===== src/arsf_pkg.sv =====
// shared constants and carrier types for the converter result and status flag block
package arsf_pkg;
  localparam int NUM_CH = 8;
  localparam int CH_W = 3;
  localparam int RES_W = 10;
  localparam logic RST_FLAG = 1'b0;
  localparam logic [RES_W-1:0] RST_RESULT = 10'h000;
  localparam logic [CH_W-1:0] RST_CHAN = 3'h0;
  localparam logic [NUM_CH-1:0] RST_ENABLE = 8'h00;
  localparam logic [NUM_CH-1:0] RST_DROP = 8'h00;

  // end-of-conversion event from the conversion core
  typedef struct packed {
    logic valid;
    logic [CH_W-1:0] chan;
    logic [RES_W-1:0] data;
  } arsf_eoc_t;

  // software read strobes
  typedef struct packed {
    logic last_rd;
    logic chan_rd;
    logic [CH_W-1:0] chan_sel;
    logic status_rd;
  } arsf_read_t;

  // status word seen by software
  typedef struct packed {
    logic result_ready_flag;
    logic global_overrun_flag;
    logic [NUM_CH-1:0] channel_overrun_flag;
    logic [NUM_CH-1:0] eoc_flag;
  } arsf_status_t;

  // sleep sequencing states
  typedef enum logic [2:0] {
    SLP_AWAKE = 3'b001,
    SLP_ARMED = 3'b010,
    SLP_ASLEEP = 3'b100
  } arsf_sleep_t;
endpackage


===== src/arsf_flag_cell.sv =====
// sticky status flag where a set in the same cycle beats a clear
`timescale 1ns/1ns
`default_nettype none
module arsf_flag_cell
  import arsf_pkg::*;
(
  input wire logic ref_clk,
  input wire logic rst_n,
  input wire logic set,
  input wire logic clr,
  output logic q
);
  logic q_reg;
  logic q_next;

  // set dominates clear so a coincident event is never lost
  always_comb
  begin
    q_next = q_reg;
    if (clr)
      q_next = 1'b0;
    if (set)
      q_next = 1'b1;
  end

  // register the flag
  always_ff @(posedge ref_clk or negedge rst_n)
  begin
    if (!rst_n)
      q_reg <= RST_FLAG;
    else
      q_reg <= q_next;
  end

  assign q = q_reg;
endmodule // arsf_flag_cell
`default_nettype wire


===== src/arsf_result_mem.sv =====
// per-channel result storage with registered read data
`timescale 1ns/1ns
`default_nettype none
module arsf_result_mem
  import arsf_pkg::*;
(
  input wire logic ref_clk,
  input wire logic rst_n,
  input wire logic wr_en,
  input wire logic [CH_W-1:0] wr_chan,
  input wire logic [RES_W-1:0] wr_data,
  input wire logic [CH_W-1:0] rd_chan,
  output logic [RES_W-1:0] rd_data
);
  logic [RES_W-1:0] mem_reg [NUM_CH];
  logic [RES_W-1:0] rd_data_reg;

  // storage array and read register
  always_ff @(posedge ref_clk or negedge rst_n)
  begin
    if (!rst_n)
    begin
      for (int i = 0; i < NUM_CH; i++)
        mem_reg[i] <= RST_RESULT;
      rd_data_reg <= RST_RESULT;
    end
    else
    begin
      if (wr_en)
        mem_reg[wr_chan] <= wr_data;
      rd_data_reg <= mem_reg[rd_chan];
    end
  end

  assign rd_data = rd_data_reg;
endmodule // arsf_result_mem
`default_nettype wire


===== src/arsf_result_status.sv =====
// result registers, status flags and sleep sequencing of the converter controller
//
// Notes on behaviour
// - the result-ready flag clears only on a read of the last-result register, never on a channel read.
// - an end of conversion on a disabled channel stores nothing and does not raise result-ready.
// - a channel read in the cycle another enabled channel ends still lets result-ready rise.
// - disabling one channel as another ends still stores the ending channel's result and raises result-ready.
// - a status read at an end of conversion still clears or sets the global overrun flag correctly.
// - a stored end of conversion while result-ready is set raises the global overrun flag.
// - a channel read coinciding with another channel's overrunning end still raises global overrun.
// - disabling a channel as another overruns raises that channel's overrun flag, and the global one when result-ready is set.
// - a status read clears a channel overrun flag whose end flag is clear, even as that channel ends.
// - a channel's end flag clears on a read of its own result or of the last result it supplied.
// - a channel disabled during its conversion, after its start cycle, never raises its end flag.
// - a channel read clears only that channel's end flag, whatever else ends in the cycle.
// - sleep selected while idle takes effect only after the next conversion completes.
`timescale 1ns/1ns
`default_nettype none
module arsf_result_status
  import arsf_pkg::*;
(
  input wire logic ref_clk,
  input wire logic rst_n,
  input wire arsf_eoc_t eoc_in,
  input wire logic conv_start,
  input wire logic [CH_W-1:0] conv_chan,
  input wire logic [NUM_CH-1:0] chan_enable,
  input wire arsf_read_t rd_in,
  input wire logic sleep_sel,
  output arsf_status_t status,
  output logic [RES_W-1:0] last_converted_result,
  output logic [CH_W-1:0] last_chan,
  output logic [RES_W-1:0] channel_result_register,
  output logic sleep_active
);
  // ----------------------------------------------------------------
  // conversion acceptance
  // ----------------------------------------------------------------
  logic [NUM_CH-1:0] enable_reg;
  logic [NUM_CH-1:0] enable_next;
  logic [NUM_CH-1:0] drop_reg;
  logic [NUM_CH-1:0] drop_next;
  logic store;
  logic [NUM_CH-1:0] eoc_q;
  logic [NUM_CH-1:0] ovr_q;
  logic ready_q;
  logic govr_q;

  // a channel whose enable falls mid-conversion is dropped until restarted
  always_comb
  begin
    enable_next = chan_enable;
    drop_next = drop_reg | (enable_reg & ~chan_enable);
    if (conv_start)
      drop_next[conv_chan] = 1'b0;
  end

  always_ff @(posedge ref_clk or negedge rst_n)
  begin
    if (!rst_n)
    begin
      enable_reg <= RST_ENABLE;
      drop_reg <= RST_DROP;
    end
    else
    begin
      enable_reg <= enable_next;
      drop_reg <= drop_next;
    end
  end

  // store only for an enabled, undropped channel; other channels' reads or disables do not matter
  assign store = eoc_in.valid && chan_enable[eoc_in.chan]
    && !drop_reg[eoc_in.chan];

  // ----------------------------------------------------------------
  // last result register
  // ----------------------------------------------------------------
  logic [RES_W-1:0] last_res_reg;
  logic [RES_W-1:0] last_res_next;
  logic [CH_W-1:0] last_chan_reg;
  logic [CH_W-1:0] last_chan_next;

  always_comb
  begin
    last_res_next = last_res_reg;
    last_chan_next = last_chan_reg;
    if (store)
    begin
      last_res_next = eoc_in.data;
      last_chan_next = eoc_in.chan;
    end
  end

  always_ff @(posedge ref_clk or negedge rst_n)
  begin
    if (!rst_n)
    begin
      last_res_reg <= RST_RESULT;
      last_chan_reg <= RST_CHAN;
    end
    else
    begin
      last_res_reg <= last_res_next;
      last_chan_reg <= last_chan_next;
    end
  end

  assign last_converted_result = last_res_reg;
  assign last_chan = last_chan_reg;

  // per-channel result storage, read data one cycle after the select
  arsf_result_mem u_mem (
    .ref_clk(ref_clk),
    .rst_n(rst_n),
    .wr_en(store),
    .wr_chan(eoc_in.chan),
    .wr_data(eoc_in.data),
    .rd_chan(rd_in.chan_sel),
    .rd_data(channel_result_register)
  );

  // ----------------------------------------------------------------
  // status flags
  // ----------------------------------------------------------------
  logic [NUM_CH-1:0] eoc_set;
  logic [NUM_CH-1:0] eoc_clr;
  logic [NUM_CH-1:0] ovr_set;
  logic [NUM_CH-1:0] ovr_clr;
  logic ready_set;
  logic ready_clr;
  logic govr_set;
  logic govr_clr;

  // flag set and clear terms, all computed from values before the edge
  always_comb
  begin
    eoc_set = '0;
    eoc_clr = '0;
    ovr_set = '0;
    if (store)
    begin
      eoc_set[eoc_in.chan] = 1'b1;
      ovr_set[eoc_in.chan] = eoc_q[eoc_in.chan];
    end
    if (rd_in.chan_rd)
      eoc_clr[rd_in.chan_sel] = 1'b1;
    if (rd_in.last_rd)
      eoc_clr[last_chan_reg] = 1'b1;
    ovr_clr = {NUM_CH{rd_in.status_rd}};
    ready_set = store;
    ready_clr = rd_in.last_rd;
    govr_set = store && ready_q;
    govr_clr = rd_in.status_rd;
  end

  genvar g;
  generate
    for (g = 0; g < NUM_CH; g++)
    begin : g_chan
      arsf_flag_cell u_eoc (
        .ref_clk(ref_clk),
        .rst_n(rst_n),
        .set(eoc_set[g]),
        .clr(eoc_clr[g]),
        .q(eoc_q[g])
      );
      arsf_flag_cell u_ovr (
        .ref_clk(ref_clk),
        .rst_n(rst_n),
        .set(ovr_set[g]),
        .clr(ovr_clr[g]),
        .q(ovr_q[g])
      );
    end
  endgenerate

  arsf_flag_cell u_ready (
    .ref_clk(ref_clk),
    .rst_n(rst_n),
    .set(ready_set),
    .clr(ready_clr),
    .q(ready_q)
  );

  arsf_flag_cell u_govr (
    .ref_clk(ref_clk),
    .rst_n(rst_n),
    .set(govr_set),
    .clr(govr_clr),
    .q(govr_q)
  );

  // status word out
  always_comb
  begin
    status.result_ready_flag = ready_q;
    status.global_overrun_flag = govr_q;
    status.channel_overrun_flag = ovr_q;
    status.eoc_flag = eoc_q;
  end

  // ----------------------------------------------------------------
  // sleep sequencing
  // ----------------------------------------------------------------
  arsf_sleep_t slp_reg;
  arsf_sleep_t slp_next;

  // sleep arms on selection and takes effect at the next end of conversion, whether stored or not
  always_comb
  begin
    slp_next = slp_reg;
    unique case (slp_reg)
      SLP_AWAKE:
        if (sleep_sel)
          slp_next = SLP_ARMED;
      SLP_ARMED:
        if (!sleep_sel)
          slp_next = SLP_AWAKE;
        else if (eoc_in.valid)
          slp_next = SLP_ASLEEP;
      SLP_ASLEEP:
        if (!sleep_sel || conv_start)
          slp_next = SLP_AWAKE;
      default:
        slp_next = SLP_AWAKE;
    endcase
  end

  always_ff @(posedge ref_clk or negedge rst_n)
  begin
    if (!rst_n)
      slp_reg <= SLP_AWAKE;
    else
      slp_reg <= slp_next;
  end

  assign sleep_active = (slp_reg == SLP_ASLEEP);
endmodule // arsf_result_status
`default_nettype wire


===== config.mk =====
export PLATFORM = sky130hd
export DESIGN_NAME = arsf_result_status
export DESIGN_NICKNAME = d
export VERILOG_FILES = /design/src/arsf_pkg.sv /design/src/arsf_flag_cell.sv /design/src/arsf_result_mem.sv /design/src/arsf_result_status.sv
export SDC_FILE = /design/constraint.sdc
export NUM_CORES = 1
export LEC_CHECK = 0
export BUFFER_PORTS_ARGS = -buffer_cell sky130_fd_sc_hd__buf_2
export CORE_MARGIN = 3
export CORE_UTILIZATION = 50
export CTS_CLUSTER_SIZE = 40
export DETAILED_ROUTE_END_ITERATION = 10
export PLACE_DENSITY = 0.7
export SYNTH_ARGS = -nofsm -noshare
export SYNTH_HDL_FRONTEND = slang
export SYNTH_SLANG_ARGS = --single-unit

===== constraint.sdc =====
create_clock -name ref_clk -period 2.9 [get_ports ref_clk]
set_input_delay 0.145 -clock ref_clk [delete_from_list [all_inputs] [get_ports ref_clk]]
set_output_delay 0.145 -clock ref_clk [all_outputs]
set_load 0.03 [all_outputs]

==> flow_metrics.tcl <==
set metrics [dict create \
    hold_violations 0 \
    p_leak_nw 3.68 \
    avgSynthCellArea_um2 13.1 \
    nets 606 \
    cts_root_buffer "clkbuf_16" \
    synth-seq-area-share 0.547 \
    port_buffers 76 \
    post_cts_buffers 0 \
    cp-end-kind "flop" \
    largest_reg_flops 80 \
    grt_pass1_wl_um 25100 \
    cts.sinks 140 \
    finalSetupViolCount 0 \
    drive_gt1_frac 0.378 \
    tightest_slew_ns 0.937 \
    synthArstFlopShare 1.00 \
    syn_nets 523 \
    worst_clock_skew_ns 0.00586 \
    overflow 0 \
    slowest_delay_ns 0.41 \
    cts_tree "built" \
    peakVddDrop_uv 511 \
    postRouteAntennaNets 0 \
    num_antenna_cells 0 \
    grt_pass1_vias 4642 \
    critical_path_class "reg -> reg" \
    relSlewSlack 0.373 \
    synth-seq-cells 140 \
    drtPass1Iterations 4 \
    synthDistinctLibCells 52 \
    clk_pin_slew_ns 0.06 \
    path_max_fanout 12 \
    gp_congestion 0.852 \
    drc_errors 0 \
    final_util 0.626 \
    synth_enable_flop_cells 0 \
    finalCritPeriodShare 0.677 \
    areaGrowthSynthToFinish_pct 19.9 \
    power_density_nw_per_um2 803 \
    fin_ws_ns 0.937 \
    start_kind "flop" \
    required_ns 3.20 \
    vias_per_cell 5.81 \
    drt_iter0_markers 346 \
    clockBufferDepth 2 \
    vias 4368 \
    coreArea_um2 12300 \
    cp_top_family "multiplexers" \
    syn_area_um2 6400 \
    synth_ff_type "dfrtp_1" \
    pin_count 77 \
    cts-buffers-inserted 17 \
    fin_total_pwr_mw 6.16 \
    antenna_found_initial 0 \
    dieHeight_um 119 \
    setup_tns_ns 0 \
    initial_core_util 0.522 \
    wl_per_cell_um 20.6 \
    die_area_um2 14200 \
    htreeDepth 4 \
    max_freq_ghz 0.509 \
    status "finished, final reports clean" \
    hpwl_um 9800 \
    insertion_delay_ns 0.42 \
    maxCapViolCount 0 \
    crit_buf_inv 1 \
    slowest_stage "dfrtp_1" \
    rsz0062_at_grt "false" \
    dieWidth_um 119 \
    cp.arrival_ns 2.27 \
    grt_max_degree 72 \
    slew_violations 0 \
    wl_um 15500 \
    yosys_warnings 0 \
    grt_usage 0.229 \
    rows 40 \
    cp_cell_sequence "mux2i_1, a22oi_4, a2111oi_4, buf_4, mux2_2" \
    place_ws_ns 0.805 \
    syn_inst 488 \
    fin_crit_ns 1.96 \
    holdCritPathClass "in -> reg" \
]
-- path summary, 6_finish.rpt --
kind | from | end | slack (ns) | cells after the start
setup / recovery | drop_reg[3] | u_mem.mem_reg[16] | 0.94 | 5
hold / removal | conv_start | drop_reg[1] | 0.02 | 2
setup reg to reg | drop_reg[3] | u_mem.mem_reg[16] | 0.94 | 5
hold reg to reg | g_chan[5].u_ovr.q | g_chan[5].u_ovr.q | 0.49 | 1
max in group asynchronous | rst_n | u_mem.mem_reg[53] | 1.82 | 3
min in group asynchronous | rst_n | drop_reg[3] | 0.30 | 2
-- report_power, final --
| part | switching, mW | internal, mW | total [mW] |
|---|---|---|---|
| clock network | 0.833 | 1.64 | 2.47 |
| logic | 0.650 | 0.488 | 1.14 |
| registers | 0.220 | 2.33 | 2.55 |
| total | 1.70 | 4.46 | 6.16 |
-- layout by cell type (no fill, tap or decap), types with 9 or more instances in the layout --
master         synthesis  layout
clkbuf_16              0      17
a21oi_1               22      22
mux2_1                16      16
mux2i_1               18      18
nor2_1                15      15
nand2b_1               9       9
dfrtp_1              139     139
mux2_2                80      80
buf_4                 25      14
o2bb2ai_1              9       9
buf_2                  3      75
dlygate4sd3_1          0      15
nand2_1               18      18
inv_1                 16      16
-- repair_timing --
action / in CTS / in global routing
hold buffers: 15 / 0
hold endpoints to repair: 83 / 0
gates resized for setup: 0 / 0
-- worst register-to-register path: cells and delay by family, from the launching register on --
family | cells | cell delay (ns)
buf+inv | 1 | 0.28
compound gates | 2 | 0.47
mux | 2 | 0.69
flops | 1 | 0.41
-- cell families after synthesis --
group | synth area share
DFF | 0.547
muxes | 0.222
AOI/OAI and AO/OA | 0.116
and+or+nand+nor | 0.0610
buffers and inverters | 0.0534
-- Yosys cell counts (4+ instances only) --
cell type  count  area share
nand3b_1       4      0.0047
nor2_1        15      0.0088
a22o_1         7      0.0096
o21ai_0        6      0.0047
o2111ai_1      4      0.0055
mux2i_1       18       0.028
mux2_1        16       0.028
a31oi_1        5      0.0049
nand3_1        8      0.0063
mux2_2        80        0.14
clkbuf_1       8      0.0047
inv_1         16      0.0094
buf_4         25       0.029
a221oi_1       4      0.0055
nor2b_1        4      0.0039
o221ai_1       8       0.011
dfrtp_1      139        0.54
a22oi_1        7      0.0082
a21oi_1       22       0.017
o2bb2ai_1      9       0.012
nand2b_1       9      0.0088
mux4_2         6       0.021
and2_1         5      0.0049
nand2_1       18       0.011
-- stage by stage --
stage / std cells / hold WS, ns / area (µm²)
5_1_grt: 752 / 0.0160 / 7680
4_1_cts: 752 / 0.00108 / 7680
3_3_place_gp: 705 / 0.188 / 6850
6_report: 752 / 0.0216 / 7680
2_1_floorplan: 488 / -0.151 / 6400
3_5_place_dp: 705 / 0.192 / 6850
-- area by class of cell --
| class | instances | area (µm²) |
|---|---|---|
| clock inverter | 14 | 241 |
| tap | 168 | 210 |
| clock buffer | 18 | 439 |
| fill | 942 | 4590 |
| multi-input combinational | 289 | 2550 |
| sequential | 140 | 3500 |
| inverter | 17 | 63.8 |
| timing repair buffer | 106 | 662 |
-- per-layer routing --
metal  vias to the layer above  routed length [µm]  global-route usage
li1                       1948                   -                   -
met2                       136                7750               0.385
met1                      2258                6680               0.290
met5                         -                   0                   0
met3                        26                 819              0.0584
met4                         0                 231              0.0753
(Power assumes the default switching activity.)
